**src/common/wdt_pkg.sv**
```systemverilog
package wdt_pkg;

  // register byte offsets on the apb bus
  localparam logic [11:0] OFF_MODE   = 12'h000;
  localparam logic [11:0] OFF_TCONST = 12'h004;
  localparam logic [11:0] OFF_FEED   = 12'h008;
  localparam logic [11:0] OFF_COUNT  = 12'h00c;
  localparam logic [11:0] OFF_WARN   = 12'h010;
  localparam logic [11:0] OFF_WINDOW = 12'h014;
  localparam logic [11:0] OFF_STATUS = 12'h018;
  localparam logic [11:0] OFF_MASK   = 12'h01c;

  // mode register fields
  localparam int MODE_ENABLE_BIT = 0;
  localparam int MODE_RSTEN_BIT  = 1;
  localparam int MODE_RSTFLG_BIT = 2;

  // status and mask register fields
  localparam int ST_TIMEOUT_BIT = 0;
  localparam int ST_WARN_BIT    = 1;
  localparam int ST_FEED_BIT    = 2;
  localparam int ST_WINDOW_BIT  = 3;

  // feed sequence values
  localparam logic [7:0] FEED_FIRST  = 8'haa;
  localparam logic [7:0] FEED_SECOND = 8'h55;

  // values after reset and limits
  localparam logic [23:0] TCONST_RST  = 24'h0000ff;
  localparam logic [23:0] TCONST_MIN  = 24'h0000ff;
  localparam logic [23:0] COUNT_RST   = 24'hffffff;
  localparam logic [23:0] WARN_RST    = 24'h000000;
  localparam logic [23:0] WINDOW_RST  = 24'hffffff;
  localparam logic [3:0]  STATUS_RST  = 4'h0;
  localparam logic [3:0]  MASK_RST    = 4'h0;

  // prescaler divides the watchdog clock by four
  localparam logic [1:0] PRESCALE_LAST = 2'h3;

  // chip reset request lasts this many pclk cycles plus one
  localparam logic [3:0] RST_PULSE_CYCLES = 4'hf;

endpackage : wdt_pkg

```
**src/hw/wdt_tick_gen.sv**
```systemverilog
`timescale 1ns/100ps
// watchdog clock synchroniser and fixed divide-by-four prescaler
module wdt_tick_gen (
  input  wire logic pclk,
  input  wire logic presetn,
  input  wire logic ce,
  input  wire logic watchdog_clock,
  output logic      tick
);

  typedef struct packed {
    logic       sync1;
    logic       sync2;
    logic       prev;
    logic [1:0] pre;
    logic       tick;
  } tick_state_t;

  tick_state_t state_ff;
  tick_state_t nxt_state;

  // count rising edges of the synchronised watchdog clock, pulse every fourth
  always_comb begin
    nxt_state       = state_ff;
    nxt_state.tick  = 1'b0;
    nxt_state.sync1 = watchdog_clock;
    nxt_state.sync2 = state_ff.sync1;
    nxt_state.prev  = state_ff.sync2;
    if (state_ff.sync2 && !state_ff.prev) begin
      if (state_ff.pre == wdt_pkg::PRESCALE_LAST) begin
        nxt_state.pre  = 2'h0;
        nxt_state.tick = 1'b1;
      end else begin
        nxt_state.pre = state_ff.pre + 2'h1;
      end
    end
  end

  always_ff @(posedge pclk or negedge presetn) begin
    if (!presetn) begin
      state_ff <= '0;
    end else if (ce) begin
      state_ff <= nxt_state;
    end
  end

  assign tick = state_ff.tick;

endmodule : wdt_tick_gen

```
**src/hw/windowed_watchdog.sv**
```systemverilog
`timescale 1ns/100ps
// Functional notes
// - counter reaching zero without a reload resets the chip, or interrupts when reset reaction is off.
// - with a window set, a feed while count exceeds window is a fault.
// - warning interrupt flag sets when count passes programmed warning value.
// - software may set enable but never clear it; faults clear it.
// - malformed feed sequence resets chip, or interrupts when reset reaction is off.
// - a readable flag records that the watchdog requested a chip reset.
// - time-out counter is 24 bits, stepped through a fixed prescaler.
// - time-out ranges 256 to 2^24 ticks, each tick four watchdog clocks.
// - counter advances only on the dedicated watchdog clock.
module windowed_watchdog (
  // clock, reset and clock enable
  input  wire logic        pclk,
  input  wire logic        presetn,
  input  wire logic        ce,
  // watchdog oscillator pin, asynchronous to pclk
  input  wire logic        watchdog_clock,
  // apb slave port
  input  wire logic        psel,
  input  wire logic        penable,
  input  wire logic        pwrite,
  input  wire logic [11:0] paddr,
  input  wire logic [31:0] pwdata,
  output logic      [31:0] prdata,
  output logic             pready,
  output logic             pslverr,
  // interrupt line and chip reset request
  output logic             irq,
  output logic             chip_reset_req
);

  // feed sequencer, gray coded
  typedef enum logic [1:0] {
    FEED_IDLE  = 2'b00,
    FEED_ARMED = 2'b01
  } feed_state_t;

  // all state of the block in one register
  typedef struct packed {
    // feed sequencer and mode bits
    feed_state_t feed;
    logic        enable;
    logic        rst_en;
    logic        rst_flag;
    // programmed values and the counter
    logic [23:0] tconst;
    logic [23:0] count;
    logic [23:0] warn;
    logic [23:0] window;
    // sticky event flags and their mask
    logic [3:0]  status;
    logic [3:0]  mask;
    // chip reset pulse and interrupt line
    logic [3:0]  rst_cnt;
    logic        rst_req;
    logic        irq;
    // apb answer
    logic        pready;
    logic        pslverr;
    logic [31:0] prdata;
  } wdt_state_t;

  // registered state and its next value
  wdt_state_t state_ff;
  wdt_state_t nxt_state;
  // one-cycle pulse per four watchdog clock periods
  logic       tick;

  // address match for one register word
  // full twelve-bit compare, so aliases of a word are not decoded
  function automatic logic is_reg(input logic [11:0] addr, input logic [11:0] off);
    is_reg = (addr == off);
  endfunction : is_reg

  // any mapped register word; unaligned and unlisted words answer with an error
  function automatic logic is_mapped(input logic [11:0] addr);
    logic hit;
    hit = 1'b0;
    if (is_reg(addr, wdt_pkg::OFF_MODE)) begin
      hit = 1'b1;
    end else if (is_reg(addr, wdt_pkg::OFF_TCONST)) begin
      hit = 1'b1;
    end else if (is_reg(addr, wdt_pkg::OFF_FEED)) begin
      hit = 1'b1;
    end else if (is_reg(addr, wdt_pkg::OFF_COUNT)) begin
      hit = 1'b1;
    end else if (is_reg(addr, wdt_pkg::OFF_WARN)) begin
      hit = 1'b1;
    end else if (is_reg(addr, wdt_pkg::OFF_WINDOW)) begin
      hit = 1'b1;
    end else if (is_reg(addr, wdt_pkg::OFF_STATUS)) begin
      hit = 1'b1;
    end else if (is_reg(addr, wdt_pkg::OFF_MASK)) begin
      hit = 1'b1;
    end
    is_mapped = hit;
  endfunction : is_mapped

  // one step down of the 24-bit counter; callers never pass zero
  function automatic logic [23:0] dec24(input logic [23:0] value);
    dec24 = value - 24'h000001;
  endfunction : dec24

  // sticky flags: an event in the same cycle beats a write-one-to-clear
  function automatic logic [3:0] sticky4(input logic [3:0] held, input logic [3:0] clr, input logic [3:0] ev);
    sticky4 = (held & ~clr) | ev;
  endfunction : sticky4

  // tick source running off the watchdog oscillator
  // the oscillator pin is asynchronous; all crossing happens in the tick module
  wdt_tick_gen u_tick (
    .pclk           (pclk),
    .presetn        (presetn),
    .ce             (ce),
    .watchdog_clock (watchdog_clock),
    .tick           (tick)
  );

  // apb slave, feed sequencer, counter and event flags
  always_comb begin
    // per-cycle strobes and events, all recomputed every cycle
    logic        acc_first;
    logic        wr_done;
    logic        feed_wr;
    logic        feed_ok;
    logic        fault;
    logic        timeout;
    logic        feed_bad;
    logic        win_bad;
    logic        warn_hit;
    logic        reload;
    logic [3:0]  st_set;
    logic [3:0]  st_clr;
    logic        flag_clr;
    logic [31:0] rdata;
    // defaults: every register holds unless a branch below moves it
    acc_first = 1'b0;
    wr_done   = 1'b0;
    feed_wr   = 1'b0;
    feed_ok   = 1'b0;
    fault     = 1'b0;
    timeout   = 1'b0;
    feed_bad  = 1'b0;
    win_bad   = 1'b0;
    warn_hit  = 1'b0;
    reload    = 1'b0;
    st_set    = 4'h0;
    st_clr    = 4'h0;
    flag_clr  = 1'b0;
    rdata     = 32'h0000_0000;
    nxt_state = state_ff;

    // first access cycle raises pready; write lands on the edge that sees it
    // exactly one wait state on every access, reads and writes alike
    acc_first = psel && penable && !state_ff.pready;
    wr_done   = psel && penable && state_ff.pready && pwrite;
    nxt_state.pready  = acc_first;
    nxt_state.pslverr = acc_first && !is_mapped(paddr);

    // read mux, sampled one cycle ahead of the completing edge
    // unmapped words and the write-only feed word read as zero
    if (is_reg(paddr, wdt_pkg::OFF_MODE)) begin
      rdata[wdt_pkg::MODE_ENABLE_BIT] = state_ff.enable;
      rdata[wdt_pkg::MODE_RSTEN_BIT]  = state_ff.rst_en;
      rdata[wdt_pkg::MODE_RSTFLG_BIT] = state_ff.rst_flag;
    end else if (is_reg(paddr, wdt_pkg::OFF_TCONST)) begin
      rdata[23:0] = state_ff.tconst;
    end else if (is_reg(paddr, wdt_pkg::OFF_COUNT)) begin
      rdata[23:0] = state_ff.count;
    end else if (is_reg(paddr, wdt_pkg::OFF_WARN)) begin
      rdata[23:0] = state_ff.warn;
    end else if (is_reg(paddr, wdt_pkg::OFF_WINDOW)) begin
      rdata[23:0] = state_ff.window;
    end else if (is_reg(paddr, wdt_pkg::OFF_STATUS)) begin
      rdata[3:0] = state_ff.status;
    end else if (is_reg(paddr, wdt_pkg::OFF_MASK)) begin
      rdata[3:0] = state_ff.mask;
    end
    if (acc_first && !pwrite) begin
      nxt_state.prdata = rdata;
    end

    // register writes other than the feed register
    // enable and reset reaction can only be set here; faults clear them
    if (wr_done) begin
      if (is_reg(paddr, wdt_pkg::OFF_MODE)) begin
        if (pwdata[wdt_pkg::MODE_ENABLE_BIT] && !state_ff.enable) begin
          nxt_state.enable = 1'b1;
          nxt_state.count  = state_ff.tconst;
        end
        if (pwdata[wdt_pkg::MODE_RSTEN_BIT]) begin
          nxt_state.rst_en = 1'b1;
        end
        flag_clr = pwdata[wdt_pkg::MODE_RSTFLG_BIT];
      end else if (is_reg(paddr, wdt_pkg::OFF_TCONST)) begin
        // shortest time-out is 256 ticks; smaller values clamp so software
        // cannot program a period shorter than the counter allows
        if (pwdata[23:0] < wdt_pkg::TCONST_MIN) begin
          nxt_state.tconst = wdt_pkg::TCONST_MIN;
        end else begin
          nxt_state.tconst = pwdata[23:0];
        end
      end else if (is_reg(paddr, wdt_pkg::OFF_WARN)) begin
        nxt_state.warn = pwdata[23:0];
      end else if (is_reg(paddr, wdt_pkg::OFF_WINDOW)) begin
        nxt_state.window = pwdata[23:0];
      end else if (is_reg(paddr, wdt_pkg::OFF_STATUS)) begin
        st_clr = pwdata[3:0];
      end else if (is_reg(paddr, wdt_pkg::OFF_MASK)) begin
        nxt_state.mask = pwdata[3:0];
      end else if (is_reg(paddr, wdt_pkg::OFF_COUNT)) begin
        // the count is read only; a write leaves it alone
      end
    end

    // feed sequence: first value, then second value on the very next write
    // any write at all between the two values breaks the sequence
    feed_wr = wr_done && is_reg(paddr, wdt_pkg::OFF_FEED);
    case (state_ff.feed)
      FEED_IDLE: begin
        if (feed_wr) begin
          if (pwdata[7:0] == wdt_pkg::FEED_FIRST) begin
            nxt_state.feed = FEED_ARMED;
          end else begin
            feed_bad = state_ff.enable;
          end
        end
      end
      FEED_ARMED: begin
        if (wr_done) begin
          nxt_state.feed = FEED_IDLE;
          if (feed_wr && pwdata[7:0] == wdt_pkg::FEED_SECOND) begin
            feed_ok = 1'b1;
          end else begin
            feed_bad = state_ff.enable;
          end
        end
      end
      default: begin
        nxt_state.feed = FEED_IDLE;
      end
    endcase

    // feeding above the window is early; a full window disables the check
    // the window is compared with the registered count, before any tick
    if (feed_ok && state_ff.enable) begin
      if (state_ff.count > state_ff.window) begin
        win_bad = 1'b1;
      end else begin
        reload          = 1'b1;
        nxt_state.count = state_ff.tconst;
      end
    end

    // countdown on prescaled watchdog clock ticks
    // a reload in the same cycle wins: a tick must not undo a good feed,
    // nor may a feed that lands with the count at zero still time out
    if (tick && state_ff.enable && !reload) begin
      if (state_ff.count == 24'h000000) begin
        timeout = 1'b1;
      end else begin
        nxt_state.count = dec24(state_ff.count);
        warn_hit        = dec24(state_ff.count) == state_ff.warn;
      end
    end

    // fault reaction: chip reset, or interrupt when reset reaction is off
    // every fault drops the enable and parks the count at the time constant,
    // so a later enable starts a full period; reset reaction is one-shot
    fault = timeout || feed_bad || win_bad;
    st_set[wdt_pkg::ST_WARN_BIT] = warn_hit;
    if (fault) begin
      nxt_state.enable = 1'b0;
      nxt_state.feed   = FEED_IDLE;
      nxt_state.count  = state_ff.tconst;
      if (state_ff.rst_en) begin
        nxt_state.rst_req = 1'b1;
        nxt_state.rst_cnt = wdt_pkg::RST_PULSE_CYCLES;
        nxt_state.rst_en  = 1'b0;
      end else begin
        st_set[wdt_pkg::ST_TIMEOUT_BIT] = timeout;
        st_set[wdt_pkg::ST_FEED_BIT]    = feed_bad;
        st_set[wdt_pkg::ST_WINDOW_BIT]  = win_bad;
      end
    end

    // reset flag and status bits: a new event wins over a clear
    // the flag lives in this block, so chip_reset_req must not loop back to presetn
    if (fault && state_ff.rst_en) begin
      nxt_state.rst_flag = 1'b1;
    end else if (flag_clr) begin
      nxt_state.rst_flag = 1'b0;
    end
    nxt_state.status = sticky4(state_ff.status, st_clr, st_set);

    // hold the chip reset request for a fixed number of cycles
    // a new fault with reset reaction set while the pulse runs restarts the count from the top
    if (state_ff.rst_req && !(fault && state_ff.rst_en)) begin
      if (state_ff.rst_cnt == 4'h0) begin
        nxt_state.rst_req = 1'b0;
      end else begin
        nxt_state.rst_cnt = state_ff.rst_cnt - 4'h1;
      end
    end

    // level interrupt from unmasked sticky bits
    // a mask change shows on the line one cycle after it is written
    nxt_state.irq = |(nxt_state.status & state_ff.mask);
  end

  // state register with clock enable
  // ce low freezes everything, including the bus answer and the prescaler
  always_ff @(posedge pclk or negedge presetn) begin
    if (!presetn) begin
      // values after reset
      state_ff.feed     <= FEED_IDLE;
      state_ff.enable   <= 1'b0;
      state_ff.rst_en   <= 1'b0;
      state_ff.rst_flag <= 1'b0;
      state_ff.tconst   <= wdt_pkg::TCONST_RST;
      state_ff.count    <= wdt_pkg::COUNT_RST;
      state_ff.warn     <= wdt_pkg::WARN_RST;
      state_ff.window   <= wdt_pkg::WINDOW_RST;
      state_ff.status   <= wdt_pkg::STATUS_RST;
      state_ff.mask     <= wdt_pkg::MASK_RST;
      state_ff.rst_cnt  <= 4'h0;
      state_ff.rst_req  <= 1'b0;
      state_ff.irq      <= 1'b0;
      state_ff.pready   <= 1'b0;
      state_ff.pslverr  <= 1'b0;
      state_ff.prdata   <= 32'h0000_0000;
    end else if (ce) begin
      state_ff <= nxt_state;
    end
  end

  // outputs straight from the state register
  // nothing combinational reaches a pin
  assign prdata         = state_ff.prdata;
  assign pready         = state_ff.pready;
  assign pslverr        = state_ff.pslverr;
  assign irq            = state_ff.irq;
  assign chip_reset_req = state_ff.rst_req;

endmodule : windowed_watchdog

```
**config.mk**
```make
export PLATFORM = sky130hd
export DESIGN_NAME = windowed_watchdog
export DESIGN_NICKNAME = d
export VERILOG_FILES = /design/src/common/wdt_pkg.sv /design/src/hw/wdt_tick_gen.sv /design/src/hw/windowed_watchdog.sv
export SDC_FILE = /design/constraint.sdc
export NUM_CORES = 1
export LEC_CHECK = 0
export ABC_CLOCK_PERIOD_IN_PS = 9300
export CAP_MARGIN = 20
export CORE_UTILIZATION = 45
export CTS_BUF_LIST = sky130_fd_sc_hd__clkbuf_8 sky130_fd_sc_hd__clkbuf_16
export DETAILED_ROUTE_END_ITERATION = 6
export DONT_BUFFER_PORTS = 1
export PLACE_DENSITY = 0.66
export SLEW_MARGIN = 20
export SYNTH_ARGS = -nofsm -noshare
export SYNTH_HDL_FRONTEND = slang
export SYNTH_SLANG_ARGS = --single-unit
```
**constraint.sdc**
```tcl
create_clock -name pclk -period 9.3 [get_ports pclk]
set_input_delay 1.395 -clock pclk [delete_from_list [all_inputs] [get_ports pclk]]
set_output_delay 1.395 -clock pclk [all_outputs]
set_load 0.05 [all_outputs]
```
==> impl_metrics.env <==
export IMPL_drive_gt1_frac=0.226
export IMPL_drv_cap=0
export IMPL_crit_type="in2reg"
export IMPL_holdBufCountCts=0
export IMPL_via_per_inst=6.13
export IMPL_startpoint="paddr[10]"
export IMPL_grt_pass1_wl_mm=41.6
export IMPL_fin_skew_ps=12.2
export IMPL_synth_area_sq_um=9340
export IMPL_hold_depth=2
export IMPL_tns_ps=0
export IMPL_avgSynthCellArea_sq_um=9.61
export IMPL_die_area_sq_um=21300
export IMPL_num_io_pins=87
export IMPL_reg2reg_slack_ps=5610
export IMPL_report_final_slew_viol_count=0
export IMPL_finalHoldViolCount=0
export IMPL_h_tree_depth=4
export IMPL_drc_errors=0
export IMPL_leakage_nw=3.93
export IMPL_gp_congestion=0.908
export IMPL_root_buffer="clkbuf_16"
export IMPL_cts_buffers=17
export IMPL_grt_overflow=0
export IMPL_clockBufferDepth=2
export IMPL_clk_latency_ps=440
export IMPL_min_period_over_period=0.436
export IMPL_die_width_um=146
export IMPL_max_slew_margin=0.299
export IMPL_cp_max_fo=15
export IMPL_status="complete, no violations"
export IMPL_crit_path_top_delay_cell="and3_1"
export IMPL_dr_pass1_iters=5
export IMPL_wl_per_cell_um=21.6
export IMPL_synth_cells=972
export IMPL_r2r_start="state_ff[67]"
export IMPL_start_kind="input port"
export IMPL_critPathCaptureType="register"
export IMPL_area_delta_synth_final_pct=5.57
export IMPL_min_path_type="reg2reg"
export IMPL_synth_edf_count=0
export IMPL_wirelength_mm=25.9
export IMPL_reg2regPathDepth=10
export IMPL_cts_tree="done"
export IMPL_antenna_cells=0
export IMPL_synth_top_flop_cell="dfrtp_1"
export IMPL_slowest_delay_ps=810
export IMPL_vias=7345
export IMPL_worstPathArrival_ps=4410
export IMPL_power_density_nw_per_um2=159
export IMPL_r2r_end="state_ff[104]"
export IMPL_crit_family="simple AND/OR/NAND/NOR gates"
export IMPL_worstSetupEndpoint="state_ff[108]"
export IMPL_path_clk_slew_ps=70
export IMPL_min_period_ps=4050
export IMPL_yosysUniqueCellTypes=85
export IMPL_antenna_found_initial=0
export IMPL_clock_sinks=146
export IMPL_required_ps=9660
export IMPL_coreArea_sq_um=20300
export IMPL_ctsResizeCount=0
export IMPL_yosysWarnings=0
export IMPL_grtUsageTotal=0.253
export IMPL_portBuffers=0
export IMPL_ys_seq_area_frac=0.399
export IMPL_grt_pass1_vias=7169
export IMPL_row_count=52
export IMPL_ant_nets=0
export IMPL_grt_max_degree=147
export IMPL_fp_dieH_um=146
export IMPL_hold_ws_ps=493
export IMPL_peakVddDrop_mv=0.124
export IMPL_async_flop_share=1.00
export IMPL_path_depth=8
export IMPL_dp_hpwl_mm=17.6
export IMPL_finalSetupViolCount=0
export IMPL_post_cts_buffers=0
export IMPL_fmax_mhz=247
export IMPL_worstMarginPinSlew_ps=1040
export IMPL_nets=995
export IMPL_detail_route_iter0_violations=663
export IMPL_cp_num_buf_inv=0
export IMPL_path_cells="or4_4, nor3_1, nand2_1, o21a_1, o21ai_2, and3_1, o21ai_0, o221ai_1"
export IMPL_start_util=0.460
export IMPL_synth_seq_cells=146
export IMPL_rsz0062_at_grt="false"
through the flow:
step                       util  total power, W  setup WS, ps  instance area (sq um)  instances
after floorplan               -        0.000843          5690                   9370        979
after global placement    0.456        0.000862          4830                   9260       1167
after detailed placement  0.456        0.000865          4860                   9260       1167
after CTS                 0.486         0.00158          5290                   9860       1199
after global routing      0.486         0.00162          5110                   9860       1199
final                     0.486         0.00157          5250                   9860       1199
worst reg2reg max path: stages (launching register included):
cell      delay (ps)
dfstp_2          540
inv_1             40
ha_1             310
nand4_1          230
or4_4            610
a211o_1          320
nand4_2          200
nand3b_1         270
and3_1           580
and3_1           320
nor3_1           190
placed cells by master (no fill, tap or decap), drive strengths merged, types with 6 or more instances in the layout:
cell type   n
dfrtp      90
nor2       88
nand2      82
mux2       73
o21ai      68
dfstp      56
inv        47
a21oi      43
a221oi     32
ha         28
xnor2      26
nand3      24
nor4       21
nor3       20
clkbuf     19
mux2i      18
nand4      17
o22ai      10
xor2        9
and3        8
conb        8
buf         8
nor3b       7
a31oi       7
nand2b      7
or4         7
nor2b       6
or3         6
synth_stat cells (6+ instances only):
library cell | count | share of area
a21oi_1 | 42 | 0.022
a221oi_2 | 9 | 0.014
nor2b_1 | 6 | 0.0040
and3_1 | 8 | 0.0054
a221oi_1 | 23 | 0.022
nor3_1 | 18 | 0.0096
ha_1 | 28 | 0.037
nand2_1 | 82 | 0.033
buf_4 | 33 | 0.027
nor2_1 | 88 | 0.035
mux2i_1 | 18 | 0.019
nor3b_1 | 7 | 0.0056
o22ai_1 | 9 | 0.0060
dfrtp_1 | 90 | 0.24
mux2_2 | 73 | 0.088
xnor2_1 | 26 | 0.024
clkbuf_1 | 38 | 0.015
a31oi_1 | 6 | 0.0040
nand3_1 | 24 | 0.013
dfstp_2 | 56 | 0.16
xor2_1 | 9 | 0.0084
buf_2 | 8 | 0.0043
inv_1 | 43 | 0.017
nand4_1 | 15 | 0.010
o21ai_0 | 66 | 0.035
nor4_1 | 17 | 0.011
metal layers:
metal / global-route usage / part of all wire
met5: 0 / 0
met2: 0.393 / 0.47
met1: 0.341 / 0.44
met4: 0.106 / 0.030
met3: 0.0578 / 0.064
cell type report:
type / instances / area [sq um]
flip-flops and latches: 146 / 3720
inverters: 43 / 161
clock inverters: 13 / 146
fillers: 1950 / 10400
clock buffers: 19 / 453
well taps: 270 / 338
repair buffers: 8 / 60.1
multi-input cells: 700 / 4980
report_power, final:
part           switching, W  internal, W
clock network      0.000279     0.000431
registers         0.0000429     0.000666
logic             0.0000816    0.0000677
total              0.000403      0.00117
flip-flops by register name, indices dropped and copies added, names as in the netlist:
register,cells
chip_reset_req,1
irq,1
prdata,24
pready,1
pslverr,1
state_ff,112
u_tick.nxt_state,2
u_tick.state_ff,3
u_tick.tick,1
kinds of logic (layout without fill, tap and decap cells):
kind of cell,Yosys count,count (layout),synth area share
compound gates,215,215,0.161
xor+xnor,36,36,0.0352
fa+ha+maj,28,28,0.0375
buf+inv,133,83,0.0722
flops,146,146,0.399
mux,94,94,0.115
other cells,1,8,0.000401
simple gates,319,319,0.180
worst min-delay path by stage:
| stage | startpoint | endpoint | slack (ps) |
|---|---|---|---|
| after global placement | state_ff[144] | state_ff[144] | 470 |
| after CTS | state_ff[144] | state_ff[144] | 490 |
| after detailed placement | state_ff[144] | state_ff[144] | 470 |
| after floorplan | state_ff[144] | state_ff[144] | 450 |
| after global routing | state_ff[144] | state_ff[144] | 530 |
| final | state_ff[144] | state_ff[144] | 490 |
Note: power is estimated with default switching activity, not from simulation.
